**src/hw/sact_regs.vh**
```
// Register offsets, field positions, reset values and timing counts
`ifndef SACT_REGS_VH
`define SACT_REGS_VH
// Byte offsets on the AXI4-Lite bus
`define SACT_OFF_CTRL1 12'h000
`define SACT_OFF_CTRL2 12'h004
`define SACT_OFF_RESULT 12'h008
`define SACT_OFF_CMPVAL 12'h00C
`define SACT_OFF_CFG 12'h010
`define SACT_OFF_PINEN 12'h014
`define SACT_OFF_WAKE 12'h018
`define SACT_OFF_PWR 12'h01C
// Control 1 fields
`define SACT_C1_FLAG 7
`define SACT_C1_IRQEN 6
`define SACT_C1_CONT 5
// Control 2 fields
`define SACT_C2_ACTIVE 7
`define SACT_C2_HWTRG 6
`define SACT_C2_CMPEN 5
`define SACT_C2_CMPGE 4
// Configuration fields
`define SACT_CFG_LOWPWR 7
`define SACT_CFG_LONGSMP 4
`define SACT_CFG_MODE8 2
// Wakeup counter fields
`define SACT_WK_REFSEL 3
// Power management fields
`define SACT_PW_STOP3 3
`define SACT_PW_LOWVOLT_DETECT_ENABLE 2
`define SACT_PW_LOWVOLT_DETECT_STOP_ENABLE 1
`define SACT_PW_BANDGAP_BUFFER_ENABLE 0
// Reset values
`define SACT_RST_CTRL1 8'h1F
`define SACT_RST_ZERO 8'h00
// Channel codes
`define SACT_CH_OFF 5'h1F
`define SACT_CH_TEMP 5'h1A
`define SACT_CH_BGAP 5'h1B
`define SACT_CH_VREFH 5'h1D
`define SACT_CH_VREFL 5'h1E
// Timing: 1 kHz source at 100 MHz is 100000 cycles per tick
`define SACT_KHZ_HZ 1000
`define SACT_CLK_HZ 100000000
`define SACT_SMP_SHORT 4'h3
`define SACT_SMP_LONG 4'hF
// Cycles for a trial level to pass the decision synchroniser
`define SACT_SETTLE 3'h4
`endif

```
**src/hw/sact_ctrl.v**
```verilog
// SAR converter channel, clock and trigger control with AXI4-Lite slave
// Behaviour
// RL1: decode channel code; pins gated; 11111 off
// RL2: reserved codes give undefined result
// RL3: code 11010 selects temperature sensor
// RL4: software enables bandgap buffer before 11011
// RL5: conversion clock: bus, half bus, async
// RL6: hardware trigger on wakeup counter overflow
// RL7: wakeup counter clock: reference or 1 kHz
// RL8: triggers in run, wait and stop3
// RL9: stop3 converting needs both low-voltage enables
// RL10: one analog pin enable register
// RL11: linear successive approximation, 10-bit result
// RL12: right-justified 10-bit or 8-bit result
// RL13: single or continuous; single returns idle
// RL14: complete flag with maskable interrupt
// RL15: optional compare, less-than or greater-equal
// RL16: configurable sample time and speed/power
// RL17: hardware trigger selectable over software start
// RL18: control-1 write aborts, restarts unless off
// RL19: flag set per compare; cleared write/read
// RL20: continuous with hardware trigger starts on trigger
// RL21: interrupt when flag set with enable
`include "sact_regs.vh"
`timescale 1ns/1ns
`default_nettype none
module sact_ctrl #(
  parameter KHZ_DIV = `SACT_CLK_HZ / `SACT_KHZ_HZ
) (
  input wire sys_clk,
  input wire reset_n,
  input wire [11:0] s_axi_awaddr,
  input wire s_axi_awvalid,
  output reg s_axi_awready,
  input wire [31:0] s_axi_wdata,
  input wire [3:0] s_axi_wstrb,
  input wire s_axi_wvalid,
  output reg s_axi_wready,
  output reg [1:0] s_axi_bresp,
  output reg s_axi_bvalid,
  input wire s_axi_bready,
  input wire [11:0] s_axi_araddr,
  input wire s_axi_arvalid,
  output reg s_axi_arready,
  output reg [31:0] s_axi_rdata,
  output reg [1:0] s_axi_rresp,
  output reg s_axi_rvalid,
  input wire s_axi_rready,
  input wire local_async_conv_clock,
  input wire clock_module_ref_out,
  input wire cmp_decision,
  output reg [4:0] channel_select,
  output reg [3:0] pin_analog_enable,
  output reg temp_sensor_sel,
  output reg bandgap_sel,
  output reg converter_on,
  output reg [9:0] dac_code,
  output reg sample_hold,
  output reg conv_irq
);
  // Channel decode for pin, temperature sensor and bandgap routing
  function [5:0] sact_route;
    input [4:0] ch;
    input [3:0] pe;
    begin
      sact_route = 6'h00;
      if (ch < 5'h04) begin
        sact_route[3:0] = pe & (4'h1 << ch[1:0]); // RL1
      end
      sact_route[4] = (ch == `SACT_CH_TEMP); // RL3
      sact_route[5] = (ch == `SACT_CH_BGAP);
    end
  endfunction
  // States
  localparam ST_IDLE = 3'b001;
  localparam ST_SMP = 3'b010;
  localparam ST_CONV = 3'b100;
  // Registers
  reg [7:0] ctrl1_q; // Flag, irq enable, continuous, channel
  reg [7:0] ctrl2_q; // Trigger select and compare control
  reg [7:0] cfg_q; // Low power, sample length, mode, clock select
  reg [7:0] pinen_q; // Single pin enable register
  reg [7:0] wake_q; // Wakeup source and rate
  reg [7:0] pwr_q; // Power management bits
  reg [9:0] cmpval_q; // Compare value
  reg [9:0] result_q; // Last result
  reg [2:0] st_q; // Conversion state
  reg [9:0] sar_q; // Approximation register
  reg [3:0] bit_q; // Bit under trial
  reg [3:0] smp_q; // Sample counter
  reg [16:0] div_q; // Conversion clock divider
  reg [16:0] khz_q; // 1 kHz tick generator
  reg [15:0] wcnt_q; // Wakeup counter
  reg armed_q; // Continuous waiting for hardware trigger
  reg [2:0] acs_q; // Async clock synchroniser
  reg [2:0] ref_q; // Reference clock synchroniser
  reg [2:0] cd_q; // Decision synchroniser
  reg aw_q, w_q; // Write channel capture
  reg [11:0] awa_q;
  reg [31:0] wd_q;
  reg [3:0] ws_q; // Captured write strobes
  reg [2:0] stl_q; // Decision settle counter
  // Bus handshake helpers
  wire wr_go = aw_q & w_q & ~s_axi_bvalid;
  wire rd_go = s_axi_arvalid & s_axi_arready;
  wire wr_c1 = wr_go & (awa_q == `SACT_OFF_CTRL1) & ws_q[0];
  wire rd_res = rd_go & (s_axi_araddr == `SACT_OFF_RESULT);
  // Clock edge events
  wire acs_rise = acs_q[1] & ~acs_q[2];
  wire ref_rise = ref_q[1] & ~ref_q[2];
  wire [1:0] clksel = cfg_q[1:0];
  wire in_stop3 = pwr_q[`SACT_PW_STOP3];
  wire stop_ok = pwr_q[`SACT_PW_LOWVOLT_DETECT_ENABLE] & pwr_q[`SACT_PW_LOWVOLT_DETECT_STOP_ENABLE]; // RL9
  wire run_ok = ~in_stop3 | stop_ok; // RL9
  wire [16:0] div_max = cfg_q[`SACT_CFG_LOWPWR] ? 17'h00003 : 17'h00001;
  wire div_tick = (clksel == 2'b11) ? acs_rise : (div_q == 17'h00000); // RL5
  wire wk_src = wake_q[`SACT_WK_REFSEL] ? ref_rise : (khz_q == 17'h00000);
  wire [15:0] wtop = 16'h0001 << wake_q[2:0]; // RL7
  wire wk_ovf = wk_src & (wcnt_q == wtop - 16'h0001); // RL6 RL8
  wire hwt = ctrl2_q[`SACT_C2_HWTRG];
  wire [4:0] ch = ctrl1_q[4:0];
  wire [5:0] route = sact_route(ch, pinen_q[3:0]); // RL1 RL3
  // Final word with the last decision in place of its trial bit
  wire [9:0] sar_fin = {sar_q[9:1], cd_q[2]}; // RL11
  wire cmp_true = ctrl2_q[`SACT_C2_CMPGE] ? (sar_fin >= cmpval_q) :
                  (sar_fin < cmpval_q); // RL15
  wire start_hw = hwt & wk_ovf & (ch != `SACT_CH_OFF) &
                  ((st_q == ST_IDLE) | armed_q); // RL6 RL17 RL20
  // Synchronisers: three flops, rising edge counted when 2 is high and 3 still low
  always @(posedge sys_clk or negedge reset_n) begin
    if (!reset_n) begin
      acs_q <= 3'h0;
      ref_q <= 3'h0;
      cd_q <= 3'h0;
    end else begin
      acs_q <= {acs_q[1:0], local_async_conv_clock};
      ref_q <= {ref_q[1:0], clock_module_ref_out};
      cd_q <= {cd_q[1:0], cmp_decision};
    end
  end
  // Conversion clock divider and wakeup counter
  always @(posedge sys_clk or negedge reset_n) begin
    if (!reset_n) begin
      div_q <= 17'h00000;
      khz_q <= 17'h00000;
      wcnt_q <= 16'h0000;
    end else begin
      if (div_q == 17'h00000) begin
        div_q <= (clksel == 2'b01) ? div_max + div_max + 17'h00001 : div_max;
      end else begin
        div_q <= div_q - 17'h00001;
      end
      khz_q <= (khz_q == 17'h00000) ? KHZ_DIV[16:0] - 17'h00001 :
               khz_q - 17'h00001; // RL7
      if (wk_src) begin
        wcnt_q <= wk_ovf ? 16'h0000 : wcnt_q + 16'h0001; // RL6
      end
    end
  end
  // AXI4-Lite slave: address and data taken in either order
  always @(posedge sys_clk or negedge reset_n) begin
    if (!reset_n) begin
      s_axi_awready <= 1'b0;
      s_axi_wready <= 1'b0;
      s_axi_bvalid <= 1'b0;
      s_axi_bresp <= 2'b00;
      s_axi_arready <= 1'b0;
      s_axi_rvalid <= 1'b0;
      s_axi_rresp <= 2'b00;
      s_axi_rdata <= 32'h00000000;
      aw_q <= 1'b0;
      w_q <= 1'b0;
      awa_q <= 12'h000;
      wd_q <= 32'h00000000;
      ws_q <= 4'h0;
    end else begin
      s_axi_awready <= ~aw_q & ~s_axi_awready & s_axi_awvalid;
      s_axi_wready <= ~w_q & ~s_axi_wready & s_axi_wvalid;
      if (s_axi_awvalid & s_axi_awready) begin
        aw_q <= 1'b1;
        awa_q <= s_axi_awaddr;
      end
      if (s_axi_wvalid & s_axi_wready) begin
        w_q <= 1'b1;
        wd_q <= s_axi_wdata;
        ws_q <= s_axi_wstrb;
      end
      if (wr_go) begin
        aw_q <= 1'b0;
        w_q <= 1'b0;
        s_axi_bvalid <= 1'b1;
        s_axi_bresp <= (awa_q > `SACT_OFF_PWR) ? 2'b10 : 2'b00;
      end else if (s_axi_bvalid & s_axi_bready) begin
        s_axi_bvalid <= 1'b0;
      end
      s_axi_arready <= ~s_axi_arready & ~s_axi_rvalid & s_axi_arvalid;
      if (rd_go) begin
        s_axi_rvalid <= 1'b1;
        s_axi_rresp <= 2'b00;
        case (s_axi_araddr)
          `SACT_OFF_CTRL1: s_axi_rdata <= {24'h0, ctrl1_q};
          `SACT_OFF_CTRL2: s_axi_rdata <= {24'h0,
            (st_q != ST_IDLE) | armed_q, ctrl2_q[6:0]};
          `SACT_OFF_RESULT: s_axi_rdata <= {22'h0, result_q};
          `SACT_OFF_CMPVAL: s_axi_rdata <= {22'h0, cmpval_q};
          `SACT_OFF_CFG: s_axi_rdata <= {24'h0, cfg_q};
          `SACT_OFF_PINEN: s_axi_rdata <= {24'h0, pinen_q};
          `SACT_OFF_WAKE: s_axi_rdata <= {24'h0, wake_q};
          `SACT_OFF_PWR: s_axi_rdata <= {24'h0, pwr_q};
          default: begin
            s_axi_rdata <= 32'h00000000;
            s_axi_rresp <= 2'b10;
          end
        endcase
      end else if (s_axi_rvalid & s_axi_rready) begin
        s_axi_rvalid <= 1'b0;
      end
    end
  end
  // Register writes (control 1 handled with the converter)
  always @(posedge sys_clk or negedge reset_n) begin
    if (!reset_n) begin
      ctrl2_q <= `SACT_RST_ZERO;
      cfg_q <= `SACT_RST_ZERO;
      pinen_q <= `SACT_RST_ZERO;
      wake_q <= `SACT_RST_ZERO;
      pwr_q <= `SACT_RST_ZERO;
      cmpval_q <= 10'h000;
    end else if (wr_go & ws_q[0]) begin
      case (awa_q)
        `SACT_OFF_CTRL2: ctrl2_q <= {1'b0, wd_q[6:4], 4'h0};
        `SACT_OFF_CFG: cfg_q <= wd_q[7:0]; // RL16
        `SACT_OFF_PINEN: pinen_q <= wd_q[7:0]; // RL10
        `SACT_OFF_WAKE: wake_q <= {4'h0, wd_q[3:0]};
        `SACT_OFF_PWR: pwr_q <= {4'h0, wd_q[3:0]};
        `SACT_OFF_CMPVAL: begin
          cmpval_q <= {ws_q[1] ? wd_q[9:8] : cmpval_q[9:8], wd_q[7:0]};
        end
        default: ;
      endcase
    end
  end
  // Converter sequencer: sample, then one bit per conversion clock once the decision has settled
  always @(posedge sys_clk or negedge reset_n) begin
    if (!reset_n) begin
      ctrl1_q <= `SACT_RST_CTRL1;
      st_q <= ST_IDLE;
      sar_q <= 10'h000;
      bit_q <= 4'h0;
      smp_q <= 4'h0;
      result_q <= 10'h000;
      armed_q <= 1'b0;
      stl_q <= 3'h0;
    end else begin
      stl_q <= (stl_q == 3'h0) ? 3'h0 : stl_q - 3'h1;
      if (rd_res) begin
        ctrl1_q[`SACT_C1_FLAG] <= 1'b0; // RL19
      end
      if (wr_c1) begin
        // Write aborts and restarts unless channel is off or hardware trigger is selected
        ctrl1_q <= {1'b0, wd_q[6:0]}; // RL18 RL19
        armed_q <= 1'b0;
        st_q <= ST_IDLE;
        if (wd_q[4:0] != `SACT_CH_OFF & ~hwt) begin
          st_q <= ST_SMP; // RL18 RL17
          smp_q <= cfg_q[`SACT_CFG_LONGSMP] ? `SACT_SMP_LONG :
                   `SACT_SMP_SHORT; // RL16
        end
      end else if (start_hw & run_ok) begin
        st_q <= ST_SMP; // RL6 RL20
        armed_q <= 1'b0;
        smp_q <= cfg_q[`SACT_CFG_LONGSMP] ? `SACT_SMP_LONG : `SACT_SMP_SHORT;
      end else if (run_ok & div_tick) begin
        case (st_q)
          ST_SMP: begin
            if (smp_q == 4'h0) begin
              st_q <= ST_CONV;
              sar_q <= 10'h200;
              bit_q <= 4'h9;
              stl_q <= `SACT_SETTLE;
            end else begin
              smp_q <= smp_q - 4'h1;
            end
          end
          ST_CONV: if (stl_q == 3'h0) begin // Decision has settled
            // Keep trial bit if input is above the trial level
            sar_q[bit_q] <= cd_q[2]; // RL11
            if (bit_q != 4'h0) begin
              sar_q[bit_q - 4'h1] <= 1'b1; // RL11
              bit_q <= bit_q - 4'h1;
              stl_q <= `SACT_SETTLE;
            end else begin
              if (~ctrl2_q[`SACT_C2_CMPEN] | cmp_true) begin
                result_q <= cfg_q[`SACT_CFG_MODE8] ?
                  {2'b00, sar_fin[9:2]} : sar_fin; // RL12
                ctrl1_q[`SACT_C1_FLAG] <= 1'b1; // RL14 RL19
              end
              st_q <= ST_IDLE; // RL13
              if (ctrl1_q[`SACT_C1_CONT]) begin
                if (hwt) begin
                  armed_q <= 1'b1; // RL20
                end else begin
                  st_q <= ST_SMP; // RL13
                  smp_q <= cfg_q[`SACT_CFG_LONGSMP] ? `SACT_SMP_LONG :
                           `SACT_SMP_SHORT;
                end
              end
            end
          end
          default: ;
        endcase
      end
    end
  end
  // Analog-facing outputs and interrupt, all registered
  always @(posedge sys_clk or negedge reset_n) begin
    if (!reset_n) begin
      channel_select <= `SACT_CH_OFF;
      pin_analog_enable <= 4'h0;
      temp_sensor_sel <= 1'b0;
      bandgap_sel <= 1'b0;
      converter_on <= 1'b0;
      dac_code <= 10'h000;
      sample_hold <= 1'b0;
      conv_irq <= 1'b0;
    end else begin
      channel_select <= ch; // RL2
      pin_analog_enable <= route[3:0]; // RL1 RL10
      temp_sensor_sel <= route[4]; // RL3
      bandgap_sel <= route[5]; // RL4
      converter_on <= (ch != `SACT_CH_OFF) & run_ok; // RL1 RL9
      dac_code <= sar_q;
      sample_hold <= (st_q == ST_SMP);
      conv_irq <= ctrl1_q[`SACT_C1_FLAG] & ctrl1_q[`SACT_C1_IRQEN]; // RL21
    end
  end
endmodule // sact_ctrl
`default_nettype wire

```
**config.mk**
```make
export PLATFORM = sky130hd
export DESIGN_NAME = sact_ctrl
export DESIGN_NICKNAME = d
export VERILOG_FILES = /design/src/hw/sact_ctrl.v
export VERILOG_INCLUDE_DIRS = /design/src /design/src/hw
export SDC_FILE = /design/constraint.sdc
export NUM_CORES = 1
export LEC_CHECK = 0
export ABC_AREA = 1
export BUFFER_PORTS_ARGS = -buffer_cell sky130_fd_sc_hd__buf_2
export CAP_MARGIN = 5
export CORE_AREA = 5 5 128 252
export CTS_CLUSTER_DIAMETER = 40
export DETAILED_ROUTE_END_ITERATION = 8
export DIE_AREA = 0 0 133 257
export SLEW_MARGIN = 5
export SYNTH_ARGS = -nofsm -noshare
export SYNTH_HDL_FRONTEND = slang
export SYNTH_SLANG_ARGS = --single-unit
```
**constraint.sdc**
```tcl
create_clock -name sys_clk -period 4.49 [get_ports sys_clk]
set_input_delay 0.2245 -clock sys_clk [delete_from_list [all_inputs] [get_ports sys_clk]]
set_output_delay 0.2245 -clock sys_clk [all_outputs]
set_load 0.01 [all_outputs]
```
==> Word level (Yosys, flattened, before mapping) <==
Cells that the tools add are included.
Widths: inputs -> output; s select.
{ "totals": {"reg_bits": 230, "inputBits": 70, "output_inout_bits": 65, "elab_cells": 260} }
{ "classes": {"n_addsub": 9, "order_cmp": 8, "n_eq_ne": 35, "n_shift": 2, "mux": 79, "bitwise_logic": 50, "reduce_logical": 34} }
{ "op_table": {"columns": ["op", "count"], "rows": [
  ["$eq 12x5->1 const B", 8],
  ["$pmux 10 s8", 1],
  ["$mux 4", 15],
  ["$mux 10", 4],
  ["$mux 3", 13],
  ["$eq 12x4->1 const B", 3],
  ["$logic_not 17->1", 2],
  ["$mux 17", 2],
  ["$sub 17x1->17 const B", 2],
  ["$and 1x1->1", 29],
  ["$mux 1", 29],
  ["$eq 12x3->1 const B", 2],
  ["$logic_not 12->1", 2],
  ["$ne 4x4->1 const B", 6],
  ["$pmux 10 s2", 1],
  ["$add 16x1->16 const B", 1],
  ["$eq 16x16->1", 1],
  ["$mux 16", 1],
  ["$pmux 4 s2", 2],
  ["$shl 1x3->16 const A", 1],
  ["$sub 16x1->16 const B", 1],
  ["$not 1->1", 15],
  ["$reduce_bool 3->1", 5],
  ["$reduce_and 7->1", 2],
  ["other kinds (40)", 69]
]} }

==> Longest topological paths before layout <==
Gate-level depths: netlist (run 1).
{ "depth": {"ltp_word": 10, "ltp_mapped": 20, "mapped_depth_nobuf": 18} }

==> Least setup slack after synthesis (run 1) <==
OpenSTA, ideal clock, no wires.
{ "synth_timing": {"kind": "reg2reg", "start": "register wake_q[2]", "end": "register ctrl1_q[7]", "setup_time_ps": 124, "arrival_time_ps": 2246, "t_required_ps": 4366, "setup_slack_ps": 2120, "path_stages_with_launch": 20, "n_path_buf": 3, "period_less_slack_ps": 2370, "path_cell_list": "dfrtp_1 -> buf_6 -> nand2_1 -> nor2_1 -> inv_1 -> ha_1 -> nand2_1 -> nand2_1 -> nor2_1 -> nand2_1 -> nor2_1 -> nand2_1 -> nor2_4 -> nand4_4 -> nand2_2 -> inv_2 -> buf_6 -> nand3_2 -> buf_6 -> o21ai_1"} }
{ "synth_between": {"elab_chain_len": 10} }
{ "synth_lines": {"columns": ["element", "line", "source"], "rows": [
  ["from (decl)", "sact_ctrl.v:83", "reg [7:0] wake_q;"],
  ["from (signal assigned)", "sact_ctrl.v:226", "wake_q <= `SACT_RST_ZERO;"],
  ["from (signal assigned)", "sact_ctrl.v:234", "`SACT_OFF_WAKE: wake_q <= {4'h0, wd_q[3:0]};"],
  ["$shl 1x3->16", "sact_ctrl.v:118", "wire [15:0] wtop = 16'h0001 << wake_q[2:0];"],
  ["$sub 16x1->16", "sact_ctrl.v:119", "wire wk_ovf = wk_src & (wcnt_q == wtop - 16'h0001);"],
  ["$eq 16x16->1", "sact_ctrl.v:119", null],
  ["$and 1x1->1", "sact_ctrl.v:119", null],
  ["$and 1x1->1 (3 in series)", "sact_ctrl.v:127", "wire start_hw = hwt & wk_ovf & (ch != `SACT_CH_OFF) &"],
  ["$and 1x1->1", "sact_ctrl.v:269", "end else if (start_hw & run_ok) begin"],
  ["$mux 1", "sact_ctrl.v:269", null],
  ["$mux 1", "sact_ctrl.v:259", "if (wr_c1) begin"],
  ["to (signal assigned)", "sact_ctrl.v:246", "ctrl1_q <= `SACT_RST_CTRL1;"],
  ["to (signal assigned)", "sact_ctrl.v:261", "ctrl1_q <= {1'b0, wd_q[6:0]};"],
  ["to (decl)", "sact_ctrl.v:79", "reg [7:0] ctrl1_q;"]
]} }
No other way between the ends.
A chain may end at the register's enable or synchronous reset.

==> Worst setup path in the final report (run 1) <==
{ "layout_timing": {"start": "register wake_q[2]", "end": "register sar_q[8]"} }
{ "layout_between": {"elab_chain_len": 10} }
{ "layout_lines": {"columns": ["element", "line", "source"], "rows": [
  ["$shl 1x3->16", "sact_ctrl.v:118", null],
  ["$sub 16x1->16", "sact_ctrl.v:119", null],
  ["$eq 16x16->1", "sact_ctrl.v:119", null],
  ["$and 1x1->1", "sact_ctrl.v:119", null],
  ["$and 1x1->1 (3 in series)", "sact_ctrl.v:127", null],
  ["$and 1x1->1", "sact_ctrl.v:269", null],
  ["$not 1->1 (no line)", null, null],
  ["$reduce_and 6->1 (no line)", null, null],
  ["to (signal, indexed assignment)", "sact_ctrl.v:287", "sar_q[bit_q] <= cd_q[2];"],
  ["to (decl)", "sact_ctrl.v:88", "reg [9:0] sar_q;"]
]} }
No other way between the ends.

==> qor.yml, run 1 <==
cells_and_area:
  multi_input_area_sq_um: 4430
  fill_cells: 3010
  design_area_sq_um: 12200
  seqCellArea_sq_um: 5170
  nNetsFinal: 1506
  syn_to_final_growth_pct: 17.8
  drive_above_1_share_pct: 11.2
pwr:
  power_frac_seq_pct: 44.2
  finalPower_w: 0.00517
  p_int_w: 0.00362
  pwr_density_cell_nw_per_um2: 422
  peakVddDrop_mv: 0.303
  combPwrFrac_pct: 17.2
  sw_frac_of_total_pct: 29.9
  clockPowerShare_pct: 38.6
  leakage_nw: 6.04
  p_sw_w: 0.00154
die:
  core_sq_um: 30100
  die_y_um: 257
  io_pins: 135
  std_cell_rows: 90
  start_util_pct: 34.6
  dieWidth_um: 133
  die_area_sq_um: 34200
logic_synthesis:
  synthCells: 1295
  yosysSeqAreaShare_pct: 49.7
  ys.flop_type: "dfrtp_1"
  ys_ff_latch: 206
  avgSynthCellArea_sq_um: 8.03
  synth_top_area_share_pct: 46.9
  yosysWarnings: 0
  yosys.cell_types.count: 47
  synth_edf_count: 0
  synth_area_leader_cell: "dfrtp_1"
  syn_area_sq_um: 10400
  async_reset_ff_share_pct: 100
  ys_top_cells_by_area: "dfrtp_1 47%, nand2_1 13%, o21ai_0 6.3%, inv_1 5.1%, nor2_1 4.5%"
clock_tree:
  clockRootBuffer: "clkbuf_16"
  insertion_delay_ps: 520
  numCtsBuffers: 23
  post-cts-setup-buffers: 0
  h-tree-depth: 1
  cts.clk_slew.worst_paths_ps: 60
  cts_tree: "done"
  cts_sinks: 206
  cts.path.max_buffers: 3
global_route:
  grt_pass1_wl_um: 45100
  grt_usage_pct: 16.4
  first_global_vias: 8885
  grt_max_degree: 123
  antenna_found_initial: 1
  grt_remaining_overflow: 0
sta:
  maxSlewViolCount: 0
  fmax_mhz: 300
  clock_skew_ps: 12.2
  worst_slack_ps: 1150
  fin_crit_ps: 3340
  setup_tns_ps: 0
  worst_slew_margin_rel_pct: 34.1
  finalHoldViolCount: 0
  worstMarginPinSlew_ps: 989
  min_period_over_period_pct: 74.3
  setup_violations: 0
  rsz0062_at_grt: "false"
route:
  routed-wl-met2_um: 15600
  drt_iter0_markers: 472
  wl_um: 28100
  viasPerCell: 4.91
  drcViolationCount: 0
  post_drt_wl_per_cell_um: 15.6
  wl_met1_um: 9800
  wl_met3_um: 900
  highest_layer: "met4"
  antenna_left: 0
  via_count: 8843
  dr.pass1.iters: 5
setup_path:
  path_class: "flip-flop to flip-flop"
  cp-start-kind: "flip-flop"
  cp.arrival_ps: 3750
  worstSetupEndpointType: "flip-flop"
  path_max_fanout: 20
  cp.required_ps: 4900
flow_run:
  cap_violations: 0
placed_design:
  gp_congestion: 0.887
  hpwlAfterDp_um: 21100
  dpl_cell_area_sq_um: 11100
  place_ws_ps: 1160
  port_buffers: 86
status:
  status: "finished, final reports clean"
hold_path:
  hp-class: "primary input to flip-flop"
-- cell usage after synthesis (2+ instances only) --
| master | number |
|---|---|
| mux2i_1 | 4 |
| nand2_2 | 4 |
| dfstp_2 | 11 |
| xnor2_1 | 10 |
| nor3b_1 | 2 |
| xor2_1 | 24 |
| or2_2 | 4 |
| clkbuf_1 | 21 |
| nand3_1 | 84 |
| nand4_1 | 27 |
| o22ai_1 | 4 |
| o211ai_1 | 6 |
| nand3_2 | 2 |
| dfrtp_1 | 195 |
| nand3b_1 | 3 |
| nor2_4 | 2 |
| a21oi_1 | 24 |
| o21ai_1 | 2 |
| buf_4 | 24 |
| nand2_1 | 351 |
| clkinv_1 | 4 |
| nor2_1 | 124 |
| nor4_1 | 12 |
| buf_6 | 4 |
| nor3_1 | 27 |
| o31ai_1 | 6 |
| inv_1 | 141 |
| buf_2 | 4 |
| o21ai_0 | 131 |
| ha_1 | 21 |
-- sequential cells by signal, summed over array words and instances (netlist names), 10 cells and up --
signal       flops
sar_q           10
awa_q           12
s_axi_rdata     10
cmpval_q        10
div_q           17
wcnt_q          16
result_q        10
wd_q            10
khz_q           17
dac_code        10
-- critical path: stages, from the launching register on --
cell     delay [ps]
dfrtp_1         540
nor2_4          250
nand2_2          80
ha_1            330
inv_1           120
nand2_1          60
nand2_1          50
nand2_1          50
nand2_1         120
nor2_1           60
nand2_1          90
nor2_4           60
nand4_4         100
nand2_2          70
inv_2           310
nand3_1         540
o21ai_0         380
-- power groups by stage --
stage	Combinational [W]	Sequential (W)	Clock [W]
detailed placement	0.000870	0.00232	0
CTS	0.000905	0.00228	0.00205
finish	0.000891	0.00228	0.00199
global placement	0.000851	0.00231	0
floorplan	0.000597	0.00228	0
global route	0.00103	0.00232	0.00213
-- through the flow --
| stage | instances | util, % | hold slack (ps) |
|---|---|---|---|
| final | 1800 | 40.7 | 176 |
| after global routing | 1800 | 40.7 | 175 |
| after CTS | 1799 | 40.7 | 151 |
| after detailed placement | 1724 | 36.9 | 337 |
| after floorplan | 1318 | - | -71.1 |
| after global placement | 1724 | 36.9 | 333 |
-- cell families (layout without fill, tap and decap cells) --
family | Yosys count | count (layout) | synth area share [%]
XOR/XNOR | 34 | 34 | 2.86
AO/OA/AOI/OAI | 182 | 182 | 9.39
multiplexers | 4 | 4 | 0.385
other | 1 | 25 | 0.0361
flip-flops | 206 | 206 | 49.7
adder cells (fa/ha/maj) | 21 | 21 | 2.53
AND/OR/NAND/NOR | 647 | 647 | 26.6
buffers and inverters | 200 | 313 | 8.45
-- metal layers --
| metal | track usage (%) | up-vias |
|---|---|---|
| li1 | - | 4389 |
| met1 | 15.9 | 4172 |
| met2 | 32.0 | 191 |
| met3 | 1.68 | 91 |
| met4 | 10.9 | 0 |
| met5 | 0 | - |
-- cells in the final DEF (no fill, tap or decap), types with 24 or more instances in the layout --
cell type and n:
inv_1 141, a21oi_1 24, nor2_1 124, nand3_1 84, conb_1 24, dlygate4sd3_1 34
nand4_1 27, buf_2 85, o21ai_0 131, dfrtp_1 195, xor2_1 24, nor3_1 27
nand2_1 351
-- what timing repair did --
item	CTS	global route
gates resized for setup	0	0
hold buffers	34	0
endpoints found under the setup margin	0	0
hold endpoints to repair	148	0
-- worst paths after layout --
check                           startpoint           endpoint  slack, ps  cells after the start
max                              wake_q[2]           sar_q[8]       1150                     16
min                        s_axi_araddr[3]         ctrl1_q[7]        180                      4
max reg2reg                      wake_q[2]           sar_q[8]       1150                     16
min reg2reg                        cd_q[0]            cd_q[1]        350                      0
max in group asynchronous          reset_n  channel_select[1]       3000                      3
min in group asynchronous          reset_n      s_axi_awready        420                      2
-- final cells by class --
type                    count  share of cell area (%)
flip-flops and latches    206                    42.2
diodes                      1                  0.0204
clock buffers              27                    4.91
multi-input cells         912                    36.2
clock inverters            14                    1.56
repair buffers            125                    6.78
inverters                 147                    4.53
well taps                 368                    3.76
No activity file was read; power rests on OpenSTA's default activity.
==> run 2: changes to the inputs <==
- clock period: 4.49 -> 2.8 ns (I/O delays scaled with it)
==> qor.yml, run 2 (same netlist as run 1, synthesis figures left out) <==
placed_design:
  hpwlAfterDp_um: 22000
  gp_congestion: 0.885
  dp.cells: 1743
  port_buffers: 86
setup_path:
  cp.arrival_ps: 2910
  r2r_cells: 19
  r2r_start: "wake_q[1]"
  worstSetupEndpointType: "flip-flop"
  path_max_fanout: 6
  path_class: "flip-flop to flip-flop"
  r2r_slack_ps: 280
  r2r_end: "st_q[2]"
  cp.required_ps: 3190
  cp-start-kind: "flip-flop"
  startpoint: "wake_q[1]"
  critical_path.endpoint: "st_q[2]"
route:
  viasPerCell: 4.93
  via_count: 8975
  antenna_left: 0
  post_drt_wl_per_cell_um: 15.8
  drt_iter0_markers: 409
  dr.pass1.iters: 5
  drcViolationCount: 0
  wl_um: 28800
sta:
  finalHoldViolCount: 0
  min_period_over_period_pct: 89.9
  fin_crit_ps: 2520
  worstMarginPinSlew_ps: 749
  setup_tns_ps: 0
  clock_skew_ps: 20.9
  setup_violations: 0
  worst_slew_margin_rel_pct: 50.1
  fmax_mhz: 397
  maxSlewViolCount: 0
clock_tree:
  insertion_delay_ps: 520
  clockRootBuffer: "clkbuf_16"
  cts.path.max_buffers: 3
  cts_sinks: 206
  cts_tree: "done"
  h-tree-depth: 1
  numCtsBuffers: 23
  cts.clk_slew.worst_paths_ps: 70
cells_and_area:
  syn_to_final_growth_pct: 19.6
  layoutNonFillerInstCount: 1819
  layout_commonest_cell: "nand2_1"
  final_util_pct: 41.4
  reg.largest.list: "div_q x17, khz_q x17, wcnt_q x16"
  insertedDiodeCount: 0
  nNetsFinal: 1526
  drive_above_1_share_pct: 12.7
  layout_common_cells: "351 x nand2_1, 194 x dfrtp_1, 141 x inv_1"
pwr:
  power_frac_seq_pct: 44.1
  finalPower_w: 0.00830
  peakVddDrop_mv: 0.394
  leakage_nw: 6.15
  clockPowerShare_pct: 38.2
  p_sw_w: 0.00251
  sw_frac_of_total_pct: 30.3
  pwr_density_cell_nw_per_um2: 667
  p_int_w: 0.00579
  combPwrFrac_pct: 17.7
die:
  std_cell_rows: 90
  io_pins: 135
  die_area_sq_um: 34200
  dieWidth_um: 133
  start_util_pct: 34.6
  die_y_um: 257
  core_sq_um: 30100
global_route:
  grt_max_degree: 88
  antenna_found_initial: 0
  grt_remaining_overflow: 0
  grt_pass1_wl_um: 46900
  first_global_vias: 9261
  grt_usage_pct: 17.0
flow_run:
  cap_violations: 0
status:
  status: "finished, final reports clean"
hold_path:
  hp-class: "primary input to flip-flop"
run 2: cell count changes in the layout (fill, tap and decap cells not counted), sizes merged:
cell      change
buf          +20
bufinv        -1
clkbuf        +1
clkinv        -2
clkinvlp      +2
diode         -1
run 2: power by group through the flow:
| stage | Clock, W | Sequential, W | Combinational, W |
|---|---|---|---|
| after floorplan | 0 | 0.00366 | 0.000958 |
| after global placement | 0 | 0.00371 | 0.00140 |
| after detailed placement | 0 | 0.00371 | 0.00143 |
| after CTS | 0.00325 | 0.00366 | 0.00149 |
| after global routing | 0.00336 | 0.00372 | 0.00169 |
| final | 0.00317 | 0.00366 | 0.00147 |
run 2: timing repair:
| item | 4_1_cts | 5_1_grt |
|---|---|---|
| setup endpoints to repair | 0 | 34 |
| buffers inserted | 0 | 1 |
| resized for setup | 0 | 5 |
| hold buffers | 34 | 0 |
| endpoints found under the hold margin | 113 | 0 |
run 2: area by class of cell:
class / count / area, sq um
flip-flops and latches: 206 / 5170
inverters: 147 / 554
clock buffers: 28 / 624
repair buffers: 145 / 1020
well taps: 368 / 460
fillers: 2994 / 17600
clock inverters: 13 / 164
multi-input cells: 912 / 4450
run 2: worst min path at each step:
| stage | startpoint | to | slack (ps) | depth (start not counted) |
|---|---|---|---|---|
| after floorplan | reset_n | acs_q[0] | -160 | 0 |
| after global placement | reset_n | s_axi_awready | 250 | 1 |
| after detailed placement | reset_n | s_axi_bvalid | 250 | 1 |
| after CTS | s_axi_araddr[3] | ctrl1_q[7] | 30 | 4 |
| after global routing | s_axi_araddr[3] | ctrl1_q[7] | 60 | 4 |
| final | s_axi_araddr[3] | ctrl1_q[7] | 40 | 4 |
run 2: per-stage QoR:
step	hold WS [ps]	cell area (sq um)	setup slack, ps
global route	64.1	12400	-4.60
global placement	247	11300	145
CTS	28.2	12400	89.2
finish	41.9	12400	284
detailed placement	246	11300	114
floorplan	-156	10500	430
run 2: metal layers:
metal	track usage [%]	part of all wire [%]	vias to the layer above
met5	0	0	-
met4	10.5	6.6	0
met3	1.49	2.9	92
met2	33.8	56	195
met1	16.3	34	4259
li1	-	-	4429
run 2: worst max-delay path: stages, from the launching register on:
cell and delay (ps):
dfrtp_2 430, nand2_1 100, nor2_2 160, inv_1 60, ha_1 300, nand2_1 100, nand2_1 60, nor2_1 90
nand2_1 50, nor2_1 80, nand2_1 90, nor2_4 140, nand4_4 140, nand2_2 130, inv_2 60, buf_4 150
nand2_2 70, inv_1 70, nand2_1 50, o21ai_1 60
==> run 3: changes to the inputs <==
- CORE_AREA: 5 5 128 252 -> 5 5 145 286
- DIE_AREA: 0 0 133 257 -> 0 0 150 291
==> qor.yml, run 3 (same netlist as run 1, synthesis figures left out) <==
pwr:
  peakVddDrop_mv: 0.741
  finalPower_w: 0.00878
  pwr_density_cell_nw_per_um2: 687
  leakage_nw: 6.21
sta:
  maxSlewViolCount: 0
  min_period_over_period_pct: 89.5
  finalHoldViolCount: 0
  clock_skew_ps: 12.4
  setup_violations: 0
  worstMarginPinSlew_ps: 642
  worst_slew_margin_rel_pct: 57.0
  fin_crit_ps: 2510
  setup_tns_ps: 0
  rsz0062_at_grt: "false"
  fmax_mhz: 399
hold_path:
  whs_path_depth: 4
  hp-class: "primary input to flip-flop"
die:
  core_sq_um: 39200
  die_y_um: 291
  start_util_pct: 26.5
  dieWidth_um: 150
  std_cell_rows: 103
  io_pins: 135
  die_area_sq_um: 43700
cells_and_area:
  drive_above_1_share_pct: 13.4
  layoutNonFillerInstCount: 1983
  design_area_sq_um: 12800
  layout_common_cells: "351 x nand2_1, 193 x dfrtp_1, 141 x inv_1"
  fill_cells: 4183
  final_util_pct: 32.6
  layout_commonest_cell: "nand2_1"
  reg.largest.list: "div_q x17, khz_q x17, wcnt_q x16"
  nNetsFinal: 1527
  syn_to_final_growth_pct: 22.9
  insertedDiodeCount: 0
setup_path:
  crit_slowest_cell: "dfrtp_2"
  r2r_cells: 17
  slowest_delay_ps: 430
  path_class: "flip-flop to flip-flop"
  worstPathCellList: "nand2_1 > nor2_2 > inv_1 > ha_1 > nand2_1 > nand2_1 > nor2_1 > nand2_1 > nor2_1 > nand2_1 > nor2_4 > nand4_4 > nand2_2 > inv_2 > nand3_2 > buf_12 > o21ai_0"
  cp.arrival_ps: 2920
  cp_num_buf_inv: 3
  cp.required_ps: 3210
  path_depth: 17
  cp-start-kind: "flip-flop"
  cpMostUsedCell: "nand2_1"
  worstSetupEndpointType: "flip-flop"
  critical_path.top_delay_family: "simple AND/OR/NAND/NOR gates"
  path_max_fanout: 20
global_route:
  antenna_found_initial: 0
  grt_remaining_overflow: 0
  grt_usage_pct: 11.5
  grt_pass1_wl_um: 42100
  first_global_vias: 8320
  grt_max_degree: 69
placed_design:
  hpwlAfterDp_um: 18200
  dpl_cell_area_sq_um: 11400
  port_buffers: 86
  dp.cells: 1895
  gp_congestion: 0.845
route:
  drcViolationCount: 0
  dr.pass1.iters: 5
  wl_um: 25200
  post_drt_wl_per_cell_um: 12.7
  viasPerCell: 4.42
  drt_iter0_markers: 463
  antenna_left: 0
  via_count: 8771
clock_tree:
  cts_tree: "done"
  cts.path.max_buffers: 3
  insertion_delay_ps: 550
  clockRootBuffer: "clkbuf_16"
  cts.clk_slew.worst_paths_ps: 60
  numCtsBuffers: 29
  h-tree-depth: 1
  cts_sinks: 206
flow_run:
  cap_violations: 0
status:
  status: "finished, final reports clean"
==> run 3: cell types whose count changed in the layout (fill, tap and decap cells not counted), moves of 2 or more <==
cell | previous run | this run
buf_12 | 4 | 2
nand3_2 | 1 | 3
clkbuf_16 | 23 | 29
inv_6 | 1 | 6
buf_4 | 21 | 18
inv_8 | 2 | 4
clkbuf_8 | 4 | 1
==> run 3: routing by layer <==
metal | part of all wire [%] | up-vias | global-route usage [%] | wire [um]
li1 | - | 4445 | - | -
met1 | 47 | 4066 | 16.5 | 11800
met2 | 45 | 221 | 18.4 | 11300
met3 | 6.5 | 39 | 1.78 | 1630
met4 | 1.8 | 0 | 2.66 | 464
met5 | 0 | - | 0 | 0
==> run 3: worst paths after layout <==
kind | endpoint | slack, ps | start
setup reg to reg | sar_q[0] | 290 | wake_q[1]
hold / removal | ctrl1_q[7] | 60 | s_axi_araddr[3]
setup / recovery | sar_q[0] | 290 | wake_q[1]
hold reg to reg | cd_q[2] | 350 | cd_q[1]
min in group asynchronous | acs_q[0] | 170 | reset_n
max in group asynchronous | channel_select[2] | 1770 | reset_n
==> run 3: area by class of cell <==
type | instances | area [sq um] | share of cell area, %
multi-input cells | 912 | 4440 | 34.8
clock buffers | 30 | 729 | 5.71
repair buffers | 140 | 955 | 7.48
flip-flops and latches | 206 | 5170 | 40.5
well taps | 525 | 657 | 5.14
inverters | 147 | 554 | 4.34
clock inverters | 23 | 260 | 2.04
==> run 3: where the power goes <==
group          switching (W)  internal, W  leakage (nW)
Combinational       0.000908     0.000513          3.06
Sequential          0.000286      0.00338          2.67
Clock                0.00146      0.00223         0.483
==> run 3: stage by stage <==
stage / hold slack [ps] / setup WS (ps)
2_1_floorplan: -156 / 430
3_3_place_gp: 182 / 172
3_5_place_dp: 194 / 152
4_1_cts: 25.2 / 124
5_1_grt: 50.8 / 15.7
6_report: 55.0 / 294
==> run 3: worst register-to-register path, cell delays in order (launching register included) <==
cell and delay (ps):
dfrtp_2 430, nand2_1 100, nor2_2 110, inv_1 50, ha_1 300, nand2_1 110, nand2_1 60, nor2_1 90
nand2_1 50, nor2_1 100, nand2_1 100, nor2_4 150, nand4_4 150, nand2_2 120, inv_2 120, nand3_2 110
buf_12 140, o21ai_0 80
==> run 3: timing repair <==
item / in CTS / in global routing
setup buffers: 0 / 1
hold buffers: 34 / 0
gates resized for setup: 0 / 6
endpoints found under the setup margin: 0 / 28
endpoints found under the hold margin: 96 / 0
